## config.mk

```make
export PLATFORM = sky130hd
export DESIGN_NAME = rsx_exec
export DESIGN_NICKNAME = d
export VERILOG_FILES = /design/src/rtl/rsx_pkg.sv /design/src/rtl/rsx_exec.sv
export VERILOG_INCLUDE_DIRS = /design/src /design/src/rtl
export SDC_FILE = /design/constraint.sdc
export NUM_CORES = 1
export LEC_CHECK = 0
export ABC_CLOCK_PERIOD_IN_PS = 9300
export BUFFER_PORTS_ARGS = -buffer_cell sky130_fd_sc_hd__buf_2
export CAP_MARGIN = 10
export CORE_ASPECT_RATIO = 1.2
export CORE_UTILIZATION = 35
export CTS_CLUSTER_SIZE = 25
export DETAILED_ROUTE_END_ITERATION = 8
export HOLD_SLACK_MARGIN = 0.02
export PLACE_DENSITY = 0.48
export RECOVER_POWER = 50
export SLEW_MARGIN = 5
export SYNTH_ARGS = -nofsm -noshare
export SYNTH_HDL_FRONTEND = slang
export SYNTH_SLANG_ARGS = --single-unit
```

## constraint.sdc

```tcl
create_clock -name CORE_CLK -period 9.3 [get_ports CORE_CLK]
set_input_delay 0.93 -clock CORE_CLK [delete_from_list [all_inputs] [get_ports CORE_CLK]]
set_output_delay 0.93 -clock CORE_CLK [all_outputs]
set_load 0.01 [all_outputs]
```

## src/rtl/rsx_cfg.svh

```systemverilog
`ifndef RSX_CFG_SVH
`define RSX_CFG_SVH
// data and address widths, register, scratchpad and stack depths
`define RSX_DATA_W      8
`define RSX_PC_W        10
`define RSX_REG_SEL_W   4
`define RSX_NUM_REGS    16
`define RSX_SPAD_AW     6
`define RSX_SPAD_DEPTH  64
`define RSX_STACK_AW    5
`define RSX_STACK_DEPTH 31
// bit positions
`define RSX_MSB         7
`define RSX_LSB         0
// reset values and program counter step
`define RSX_PC_RST      10'h000
`define RSX_SP_RST      5'h00
`define RSX_PC_STEP     10'h001
`endif

```

## src/rtl/rsx_pkg.sv

```systemverilog
package rsx_pkg;
	// operation select presented with EXEC_VALID
	typedef enum logic [4:0] {
		RSX_OP_NOP,
		RSX_OP_RETURN,
		RSX_OP_ISR_EXIT,
		RSX_OP_ROTATE_LEFT,
		RSX_OP_ROTATE_RIGHT,
		RSX_OP_SHIFT_LEFT_ZERO_FILL,
		RSX_OP_SHIFT_LEFT_ONE_FILL,
		RSX_OP_SHIFT_LEFT_KEEP_LSB,
		RSX_OP_SHIFT_LEFT_CARRY_FILL,
		RSX_OP_SHIFT_RIGHT_ZERO_FILL,
		RSX_OP_SHIFT_RIGHT_ONE_FILL,
		RSX_OP_SHIFT_RIGHT_KEEP_MSB,
		RSX_OP_SHIFT_RIGHT_CARRY_FILL,
		RSX_OP_STORE,
		RSX_OP_SUB,
		RSX_OP_CALL
	} rsx_op_t;

	// return conditions
	typedef enum logic [2:0] {
		RSX_COND_ALWAYS,
		RSX_COND_CARRY_SET,
		RSX_COND_CARRY_CLEAR,
		RSX_COND_ZERO_SET,
		RSX_COND_IF_ZERO_CLEAR
	} rsx_cond_t;
endpackage : rsx_pkg

```

## src/rtl/rsx_exec.sv

```systemverilog
// Functional notes
// RQ1: taken return pops stack, program counter becomes popped entry plus one.
// RQ2: conditional return taken on carry set/clear or zero set/clear; plain always.
// RQ3: untaken return keeps stack and steps program counter by one.
// RQ4: subroutine return never alters carry or zero.
// RQ5: interrupt exit always pops stack straight into program counter.
// RQ6: interrupt exit restores carry and zero from saved copies.
// RQ7: interrupt exit enable form sets interrupt enable, disable form clears.
// RQ8: rotate left: bit 7 to carry and bit 0; zero from result.
// RQ9: rotate right: bit 0 to carry and bit 7; zero from result.
// RQ10: shift left: bit 7 to carry; fill 0, 1, old bit 0 or carry.
// RQ11: one-filling shift left always clears zero.
// RQ12: shift right: bit 0 to carry; fill 0, 1, old bit 7 or carry.
// RQ13: one-filling shift right always clears zero.
// RQ14: store writes register into 64-byte scratchpad, address register or immediate.
// RQ15: store address uses only low six bits.
// RQ16: subtract operand from register or immediate, result to first register.
// RQ17: subtract ignores carry in, result modulo 256.
// RQ18: subtract sets carry on borrow, clears otherwise.
// RQ19: subtract sets zero only when difference is zero.
// RQ20: call stack circular, pointer reset, underflow wraps.
// RQ21: rotate, shift, store, subtract step program counter; store keeps flags.
// RQ22: flags updated are seen by the very next return test.
`timescale 1ns/1ps
`include "rsx_cfg.svh"

module rsx_exec (
	input  wire logic                          CORE_CLK,
	input  wire logic                          RST,
	input  wire logic                          EXEC_VALID,
	input  wire rsx_pkg::rsx_op_t              EXEC_OP,
	input  wire rsx_pkg::rsx_cond_t            RETURN_COND,
	input  wire logic                          ISR_EXIT_ENABLE,
	input  wire logic [`RSX_REG_SEL_W-1:0]     DEST_REG,
	input  wire logic [`RSX_REG_SEL_W-1:0]     SOURCE_REG,
	input  wire logic [`RSX_DATA_W-1:0]        IMMEDIATE_BYTE,
	input  wire logic                          USE_IMMEDIATE,
	input  wire logic [`RSX_PC_W-1:0]          CALL_TARGET,
	input  wire logic                          ISR_SAVED_CARRY,
	input  wire logic                          ISR_SAVED_ZERO,
	input  wire logic                          REG_WR_EN,
	input  wire logic [`RSX_REG_SEL_W-1:0]     REG_WR_SEL,
	input  wire logic [`RSX_DATA_W-1:0]        REG_WR_DATA,
	input  wire logic [`RSX_REG_SEL_W-1:0]     REG_RD_SEL,
	input  wire logic [`RSX_SPAD_AW-1:0]       SPAD_RD_ADDR,
	output logic      [`RSX_PC_W-1:0]          PC,
	output logic                               CARRY_FLAG,
	output logic                               ZERO_FLAG,
	output logic                               INT_ENABLE,
	output logic      [`RSX_STACK_AW-1:0]      STACK_PTR,
	output logic      [`RSX_DATA_W-1:0]        REG_RD_DATA,
	output logic      [`RSX_DATA_W-1:0]        SPAD_RD_DATA
);
	import rsx_pkg::*;

	logic [`RSX_DATA_W-1:0]   regs_reg [`RSX_NUM_REGS];
	logic [`RSX_DATA_W-1:0]   spad_reg [`RSX_SPAD_DEPTH];
	logic [`RSX_PC_W-1:0]     stack_reg [`RSX_STACK_DEPTH];
	logic [`RSX_PC_W-1:0]     pc_reg;
	logic [`RSX_PC_W-1:0]     pc_next;
	logic [`RSX_STACK_AW-1:0] sp_reg;
	logic [`RSX_STACK_AW-1:0] sp_next;
	logic [`RSX_STACK_AW-1:0] sp_dec;
	logic [`RSX_STACK_AW-1:0] sp_inc;
	logic                     carry_reg;
	logic                     carry_next;
	logic                     zero_reg;
	logic                     zero_next;
	logic                     ie_reg;
	logic [`RSX_DATA_W-1:0]   dest_val;
	logic [`RSX_DATA_W-1:0]   operand;
	logic [`RSX_DATA_W-1:0]   result;
	logic                     result_wr;
	logic                     cond_true;
	logic [`RSX_DATA_W:0]     diff;
	logic                     fill_bit;

	assign dest_val = regs_reg[DEST_REG];
	assign operand  = USE_IMMEDIATE ? IMMEDIATE_BYTE : regs_reg[SOURCE_REG]; // RQ16

	// circular pointer arithmetic, wraps at depth
	always_comb begin
		sp_dec = (sp_reg == `RSX_SP_RST) ? `RSX_STACK_AW'(`RSX_STACK_DEPTH - 1)
			: sp_reg - `RSX_STACK_AW'(1); // RQ20
		sp_inc = (sp_reg == `RSX_STACK_AW'(`RSX_STACK_DEPTH - 1)) ? `RSX_SP_RST
			: sp_reg + `RSX_STACK_AW'(1); // RQ20
	end

	// return condition test on current flags
	always_comb begin
		unique case (RETURN_COND)
			RSX_COND_ALWAYS:        cond_true = 1'b1; // RQ2
			RSX_COND_CARRY_SET:     cond_true = carry_reg; // RQ2 RQ22
			RSX_COND_CARRY_CLEAR:   cond_true = !carry_reg; // RQ2
			RSX_COND_ZERO_SET:      cond_true = zero_reg; // RQ2
			RSX_COND_IF_ZERO_CLEAR: cond_true = !zero_reg; // RQ2
			default:                cond_true = 1'b0;
		endcase
	end

	// datapath and next-state selection
	always_comb begin
		pc_next    = pc_reg;
		sp_next    = sp_reg;
		carry_next = carry_reg;
		zero_next  = zero_reg;
		result     = dest_val;
		result_wr  = 1'b0;
		fill_bit   = 1'b0;
		diff       = {1'b0, dest_val} - {1'b0, operand};
		if (EXEC_VALID) begin
			pc_next = pc_reg + `RSX_PC_STEP; // RQ21
			unique case (EXEC_OP)
				RSX_OP_NOP: begin
				end
				RSX_OP_CALL: begin
					sp_next = sp_inc;
					pc_next = CALL_TARGET;
				end
				RSX_OP_RETURN: begin
					// flags untouched on either path
					if (cond_true) begin
						pc_next = stack_reg[sp_dec] + `RSX_PC_STEP; // RQ1
						sp_next = sp_dec; // RQ1
					end
					// otherwise stack kept, pc already stepped: RQ3 RQ4
				end
				RSX_OP_ISR_EXIT: begin
					pc_next    = stack_reg[sp_dec]; // RQ5
					sp_next    = sp_dec; // RQ5
					carry_next = ISR_SAVED_CARRY; // RQ6
					zero_next  = ISR_SAVED_ZERO; // RQ6
				end
				RSX_OP_ROTATE_LEFT: begin
					result     = {dest_val[`RSX_MSB-1:0], dest_val[`RSX_MSB]}; // RQ8
					carry_next = dest_val[`RSX_MSB]; // RQ8
					zero_next  = (result == '0); // RQ8
					result_wr  = 1'b1;
				end
				RSX_OP_ROTATE_RIGHT: begin
					result     = {dest_val[`RSX_LSB], dest_val[`RSX_MSB:1]}; // RQ9
					carry_next = dest_val[`RSX_LSB]; // RQ9
					zero_next  = (result == '0); // RQ9
					result_wr  = 1'b1;
				end
				RSX_OP_SHIFT_LEFT_ZERO_FILL,
				RSX_OP_SHIFT_LEFT_ONE_FILL,
				RSX_OP_SHIFT_LEFT_KEEP_LSB,
				RSX_OP_SHIFT_LEFT_CARRY_FILL: begin
					unique case (EXEC_OP)
						RSX_OP_SHIFT_LEFT_ONE_FILL: fill_bit = 1'b1;
						RSX_OP_SHIFT_LEFT_KEEP_LSB: fill_bit = dest_val[`RSX_LSB];
						RSX_OP_SHIFT_LEFT_CARRY_FILL: fill_bit = carry_reg;
						default:                    fill_bit = 1'b0;
					endcase
					result     = {dest_val[`RSX_MSB-1:0], fill_bit}; // RQ10
					carry_next = dest_val[`RSX_MSB]; // RQ10
					zero_next  = (result == '0); // RQ10 RQ11
					result_wr  = 1'b1;
				end
				RSX_OP_SHIFT_RIGHT_ZERO_FILL,
				RSX_OP_SHIFT_RIGHT_ONE_FILL,
				RSX_OP_SHIFT_RIGHT_KEEP_MSB,
				RSX_OP_SHIFT_RIGHT_CARRY_FILL: begin
					unique case (EXEC_OP)
						RSX_OP_SHIFT_RIGHT_ONE_FILL: fill_bit = 1'b1;
						RSX_OP_SHIFT_RIGHT_KEEP_MSB: fill_bit = dest_val[`RSX_MSB];
						RSX_OP_SHIFT_RIGHT_CARRY_FILL: fill_bit = carry_reg;
						default:                     fill_bit = 1'b0;
					endcase
					result     = {fill_bit, dest_val[`RSX_MSB:1]}; // RQ12
					carry_next = dest_val[`RSX_LSB]; // RQ12
					zero_next  = (result == '0); // RQ12 RQ13
					result_wr  = 1'b1;
				end
				RSX_OP_STORE: begin
					// flags held, only scratchpad written: RQ21
				end
				RSX_OP_SUB: begin
					result     = diff[`RSX_DATA_W-1:0]; // RQ17
					carry_next = diff[`RSX_DATA_W]; // RQ18
					zero_next  = (diff[`RSX_DATA_W-1:0] == '0); // RQ19
					result_wr  = 1'b1; // RQ16
				end
				default: begin
				end
			endcase
		end
	end

	// program counter, flags and stack pointer
	always_ff @(posedge CORE_CLK) begin
		if (RST) begin
			pc_reg    <= `RSX_PC_RST;
			sp_reg    <= `RSX_SP_RST; // RQ20
			carry_reg <= 1'b0;
			zero_reg  <= 1'b0;
		end else begin
			pc_reg    <= pc_next;
			sp_reg    <= sp_next;
			carry_reg <= carry_next; // RQ22
			zero_reg  <= zero_next; // RQ22
		end
	end

	// interrupt enable, only changed by interrupt exit here
	always_ff @(posedge CORE_CLK) begin
		if (RST) begin
			ie_reg <= 1'b0;
		end else if (EXEC_VALID && EXEC_OP == RSX_OP_ISR_EXIT) begin
			ie_reg <= ISR_EXIT_ENABLE; // RQ7
		end
	end

	// stack entries, pushed by call
	always_ff @(posedge CORE_CLK) begin
		if (EXEC_VALID && EXEC_OP == RSX_OP_CALL) begin
			stack_reg[sp_reg] <= pc_reg;
		end
	end

	// register file: result write wins over loader port
	always_ff @(posedge CORE_CLK) begin
		if (result_wr) begin
			regs_reg[DEST_REG] <= result; // RQ16
		end else if (REG_WR_EN) begin
			regs_reg[REG_WR_SEL] <= REG_WR_DATA;
		end
	end

	// scratchpad store, upper address bits dropped
	always_ff @(posedge CORE_CLK) begin
		if (EXEC_VALID && EXEC_OP == RSX_OP_STORE) begin
			spad_reg[operand[`RSX_SPAD_AW-1:0]] <= dest_val; // RQ14 RQ15
		end
	end

	// registered observation ports
	always_ff @(posedge CORE_CLK) begin
		REG_RD_DATA  <= regs_reg[REG_RD_SEL];
		SPAD_RD_DATA <= spad_reg[SPAD_RD_ADDR];
	end

	always_comb begin
		PC         = pc_reg;
		CARRY_FLAG = carry_reg;
		ZERO_FLAG  = zero_reg;
		INT_ENABLE = ie_reg;
		STACK_PTR  = sp_reg;
	end
endmodule : rsx_exec

```

# ---- Yosys cells after proc, flatten, opt, wreduce, memory -nomap -nowiden
# Memory sizes are Yosys's and may differ from the RTL's. A register that Yosys moved wholly into a read port is not among the register bits.
# Cells that the tools add are included.
dict set report classes {
  addsub 5
  n_mul 0
  div_mod_pow 0
  magnitude_cmp 0
  n_eq_ne 21
  shifts 0
  n_mux 32
  bitwise_logic 0
  n_reduce_logical 24
}
# cell n
set op_table {}
lappend op_table {{5-bit by 4-bit equality test with 1-bit output (second input constant)} 8}
lappend op_table {{8-bit zero test} 5}
lappend op_table {{8-bit one-hot mux with 5 select lines} 1}
lappend op_table {{10-bit one-hot mux with 3 select lines} 1}
lappend op_table {{8-bit two-way mux} 3}
lappend op_table {{10-bit by 1-bit adder with 10-bit output (second input constant)} 2}
lappend op_table {{5-bit by 3-bit equality test with 1-bit output (second input constant)} 4}
lappend op_table {{1-bit two-way mux} 16}
lappend op_table {{5-bit two-way mux} 3}
lappend op_table {{5-bit one-hot mux with 3 select lines} 1}
lappend op_table {{11-bit OR reduction} 1}
lappend op_table {{5-bit by 2-bit equality test with 1-bit output (second input constant)} 2}
lappend op_table {{10-bit two-way mux} 1}
lappend op_table {{5-bit OR reduction} 2}
lappend op_table {{8-bit by 8-bit subtractor with 9-bit output} 1}
lappend op_table {{4-bit OR reduction} 2}
lappend op_table {{8-bit OR reduction} 1}
lappend op_table {{3-bit by 2-bit equality test with 1-bit output (second input constant)} 2}
lappend op_table {{1-bit one-hot mux with 3 select lines} 2}
lappend op_table {{1-bit one-hot mux with 6 select lines} 1}
lappend op_table {{6-bit nonzero test} 1}
lappend op_table {{5-bit by 1-bit adder with 5-bit output (second input constant)} 1}
lappend op_table {{5-bit by 1-bit equality test with 1-bit output (second input constant)} 1}
lappend op_table {{5-bit equality test (second input constant)} 1}
lappend op_table {{other kinds (15)} 19}
dict set report totals {
  regBits 18
  latchBits 0
  ramBits 950
  romBits 0
  inputBits 64
  out_inout_bits 34
  elab_cells 90
  memories 3
}
# memory words width rd rd_clocked_by_memory_dff wr line
set mem_list {}
lappend mem_list {spad_reg 64 8 1 1 1 rsx_exec.sv:57} ;# logic [`RSX_DATA_W-1:0] spad_reg [`RSX_SPAD_DEPTH];
lappend mem_list {stack_reg 31 10 1 0 1 rsx_exec.sv:58} ;# logic [`RSX_PC_W-1:0] stack_reg [`RSX_STACK_DEPTH];
lappend mem_list {regs_reg 16 8 3 1 1 rsx_exec.sv:56} ;# logic [`RSX_DATA_W-1:0] regs_reg [`RSX_NUM_REGS];

# ---- Logic depth before layout (Yosys ltp)
dict set report logic_depth {
  word_depth 8
  depth_mapped 18
  mapped_depth_nobuf 15
}

# ---- Worst setup path before layout
# Ideal clock, no wire load.
dict set report synth_timing {
  path_type {input port to flip-flop}
  startpoint {in DEST_REG[0]}
  endpoint {mem regs_reg[0][7] (netlist bit) (data pin)}
  setup_ps 330
  arrival_time_ps 5559
  required_ps 8970
  path_slack_ps 3411
  cell_stages 16
  path_buffers 3
  cell_sequence {clkbuf_1 > buf_2 > buf_2 > mux4_2 > mux4_2 > ha_1 > nor2b_1 > o21ai_0 > nand2b_1 > nand3_1 > mux2i_1 > o21ai_0 > a21oi_1 > o21ai_0 > a31oi_1 > o21ai_0}
}
dict set report synth_via {
  elab_cells_between_ends 8
  classes_between {1 x add/sub; 6 x mux; 1 x memory}
}
# element line
set synth_rtl {}
lappend synth_rtl {{start: declaration} rsx_exec.sv:34} ;# input wire logic [`RSX_REG_SEL_W-1:0] DEST_REG,
lappend synth_rtl {{memory 16 x 8 bit} n/a}
lappend synth_rtl {{net dest_val[1]} rsx_exec.sv:70} ;# logic [`RSX_DATA_W-1:0] dest_val;
lappend synth_rtl {{8-bit by 8-bit subtractor with 9-bit output} rsx_exec.sv:110} ;# diff = {1'b0, dest_val} - {1'b0, operand};
lappend synth_rtl {{8-bit one-hot mux with 5 select lines} rsx_exec.sv:113} ;# unique case (EXEC_OP)
lappend synth_rtl {{8-bit two-way mux} rsx_exec.sv:111} ;# if (EXEC_VALID) begin
lappend synth_rtl {{8-bit two-way mux (no line)} n/a}
lappend synth_rtl {{end: declaration} rsx_exec.sv:56}
# The timed path passes the listed nets, and every way through them passes these cells. The select of a mux whose other input is x is not followed.

# ---- Final worst setup path
dict set report layout_timing {
  startpoint {in DEST_REG[0]}
  endpoint {mem regs_reg[12][1] (netlist bit) (data pin)}
}
dict set report layout_via {
  elab_chain_len 5
}
# element line
set layout_rtl {}
lappend layout_rtl {{memory 16 x 8 bit (*)} n/a}
lappend layout_rtl {{net dest_val[1]} rsx_exec.sv:70}
lappend layout_rtl {{8-bit by 8-bit subtractor with 9-bit output} rsx_exec.sv:110}
lappend layout_rtl {{8-bit one-hot mux with 5 select lines} rsx_exec.sv:113}
lappend layout_rtl {{8-bit two-way mux (*)} rsx_exec.sv:111}
lappend layout_rtl {{8-bit two-way mux (no line) (*)} n/a}
# Mark *: on every way through the listed nets, which the timed path passes. The rest lies on a longest branch.

==> results_dict.tcl <==
set metrics [dict create \
    outcome "complete, but fails checks" \
    violations "capacitance limit, slew limit" \
    final_cell_area_sq_um 47200 \
    io_pins 98 \
    hold_class "reg2reg" \
    synth_fa_ha_area_frac 0.00557 \
    synth_area_leaders "edfxtp_1 (68%), mux4_2 (19%), dfxtp_1 (1.6%)" \
    drtIter0Drc 1833 \
    die_y_um 380 \
    routed_wl_mm 112 \
    core.rowCount 138 \
    grt_pass1_vias 22500 \
    drt_pass1_iterations 5 \
    clk_latency_ps 710 \
    synth_top_family_by_area "multiplexers" \
    grt_pass1_wl_mm 163 \
    grt_max_degree 71 \
    dp_slack_ps 3820 \
    synthSimpleGateAreaFrac 0.0504 \
    slew_headroom -1.06 \
    drc_errors 0 \
    syn-cell-area_sq_um 41700 \
    grt.total_usage 0.188 \
    clockBufferDepth 3 \
    cts.sinks 984 \
    path_max_fanout 69 \
    yosysUniqueCellTypes 80 \
    slew_violations 307 \
    crit_path_end_kind "flip-flop" \
    tightest_slew_ps 3100 \
    cts.hold.buffers_added 0 \
    wl_per_cell_um 28.9 \
    yosysWarnings 0 \
    synth_xor_area_frac 0.00336 \
    fin_tns_setup_ps 0 \
    ctsResizeCount 0 \
    utilization 0.400 \
    avgViaCountPerCell 5.55 \
    yosys.area.top_type_share 0.683 \
    nets 2340 \
    synthCells 2123 \
    dp_hpwl_mm 71.3 \
    instances_no_fill 3881 \
    syn_nets 2205 \
    largest_reg_flops 512 \
    min_period_ps 6280 \
    fin_ws_ps 3020 \
    cts_inserted_buffers 103 \
    die_w_um 317 \
    critical_path_arrival_ps 6620 \
    portBuffers 97 \
    antenna_found_initial 9 \
    grt.overflow.total 0 \
    worstPathRequired_ps 9640 \
    cts_tree "yes" \
    mostFrequentLayoutCell "edfxtp_1" \
    yosys_register_bits 984 \
    hold_viol 0 \
    synth-compound-area-share 0.0242 \
    crit_path_start_kind "primary input" \
    ys_dominant_reg_cell "edfxtp_1" \
    min_period_over_period 0.675 \
    rsz0062_at_grt "false" \
    start_util 0.353 \
    dr_total_vias 21600 \
    synth-edff-count 950 \
    avgSynthCellArea_sq_um 19.7 \
    power_density_nw_per_um2 208 \
    root_buffer "clkbuf_16" \
    design.core.area_sq_um 118000 \
    area_delta_synth_final_pct 13.1 \
    gp_congestion 0.826 \
    p_total_mw 9.80 \
    dp_cells 3692 \
    synth_top_area_cell "edfxtp_1" \
    clock_skew_ps 22.1 \
    synthArstFlopShare 0 \
    clkTransAtPathRegs_ps 60 \
    ir_drop_uv 133 \
    post_dp_cell_area_sq_um 44000 \
    whs_ps 455 \
    ant_nets 0 \
    layout_common_cells "edfxtp_1 (950), mux4_2 (354), nor2_1 (168), clkbuf_16 (104), clkbuf_1 (78)" \
    fill_cells 10700 \
    p_leak_nw 14.4 \
    layout-drive-gt1-share 0.272 \
    criticalPathCategory "in2reg" \
    post_cts_buffers 0 \
    synthMuxAreaShare 0.200 \
    finalSetupViolCount 0 \
    drv_cap 9 \
    design.die.area_sq_um 121000 \
    htree_levels 3 \
    fmax_mhz 159 \
    synth-seq-area-share 0.700 \
]
[metal layers]
layer | wire [um] | share of wire | up-vias | global-route usage
met5 | 57 | 0.00051 | - | 0
met4 | 2770 | 0.025 | 12 | 0.0569
met1 | 46300 | 0.41 | 11600 | 0.249
li1 | - | - | 9155 | -
met2 | 57600 | 0.51 | 657 | 0.317
met3 | 5470 | 0.049 | 174 | 0.0298
[worst max-delay path, stage by stage]
cell and delay, ps:
buf_2 70, clkbuf_1 2180, mux4_2 720, mux4_2 520, buf_4 390, fa_1 670, a22o_1 150, a211oi_1 50
a31oi_1 890
[worst paths after layout]
| path | start | end | slack, ps | cells after the start |
|---|---|---|---|---|
| worst max register to register | STACK_PTR[0] | PC[8] | 4240 | 15 |
| worst min register to register | INT_ENABLE | INT_ENABLE | 460 | 2 |
| worst max-delay path | DEST_REG[0] | regs_reg[12][1] | 3020 | 9 |
| worst min-delay path | INT_ENABLE | INT_ENABLE | 460 | 2 |
[cells by family (layout without fill, tap and decap cells)]
family / count (synthesis) / in the layout
flops: 984 / 984
xor+xnor: 16 / 16
compound gates: 149 / 149
buf+inv: 146 / 363
simple gates: 424 / 424
mux: 386 / 386
fa+ha+maj: 18 / 18
other cells: 0 / 1
[where the power goes]
group	switching, mW	total (mW)	internal, mW
clock	1.73	4.06	2.33
sequential	0.0178	4.97	4.95
combinational	0.490	0.772	0.282
[layout make-up]
type | instances | area, sq um | share of cell area
Sequential cell | 984 | 29200 | 0.619
Tap cell | 1540 | 1930 | 0.0408
Timing Repair Buffer | 157 | 827 | 0.0175
Multi-Input combinational cell | 993 | 11900 | 0.252
Inverter | 19 | 71.3 | 0.00151
Antenna cell | 1 | 2.50 | 0.0000530
Clock inverter | 58 | 577 | 0.0122
Clock buffer | 129 | 2730 | 0.0577
[Yosys cell counts (4+ instances only)]
cell and n:
and2_1 6, nand2_1 67, nor3_1 16, mux4_1 4, a31oi_1 14, o22ai_1 4
and3_1 14, dfxtp_1 34, a211oi_1 15, o221ai_1 5, buf_4 4, buf_2 16
mux2_2 4, clkbuf_1 74, nor2b_1 10, a221o_1 5, ha_1 17, nor4_4 4
inv_1 18, edfxtp_1 950, mux2i_1 24, buf_1 22, xnor2_1 9, nor4_1 5
o21ai_0 24, nand4_1 8, nand3b_1 6, xor2_1 7, or2_2 7, a21oi_1 39
buf_6 8, nand2b_1 9, nand3_1 77, nor2_1 168, a311oi_1 4, nor3b_1 6
mux4_2 354
No activity file was read; power rests on OpenSTA's default activity.
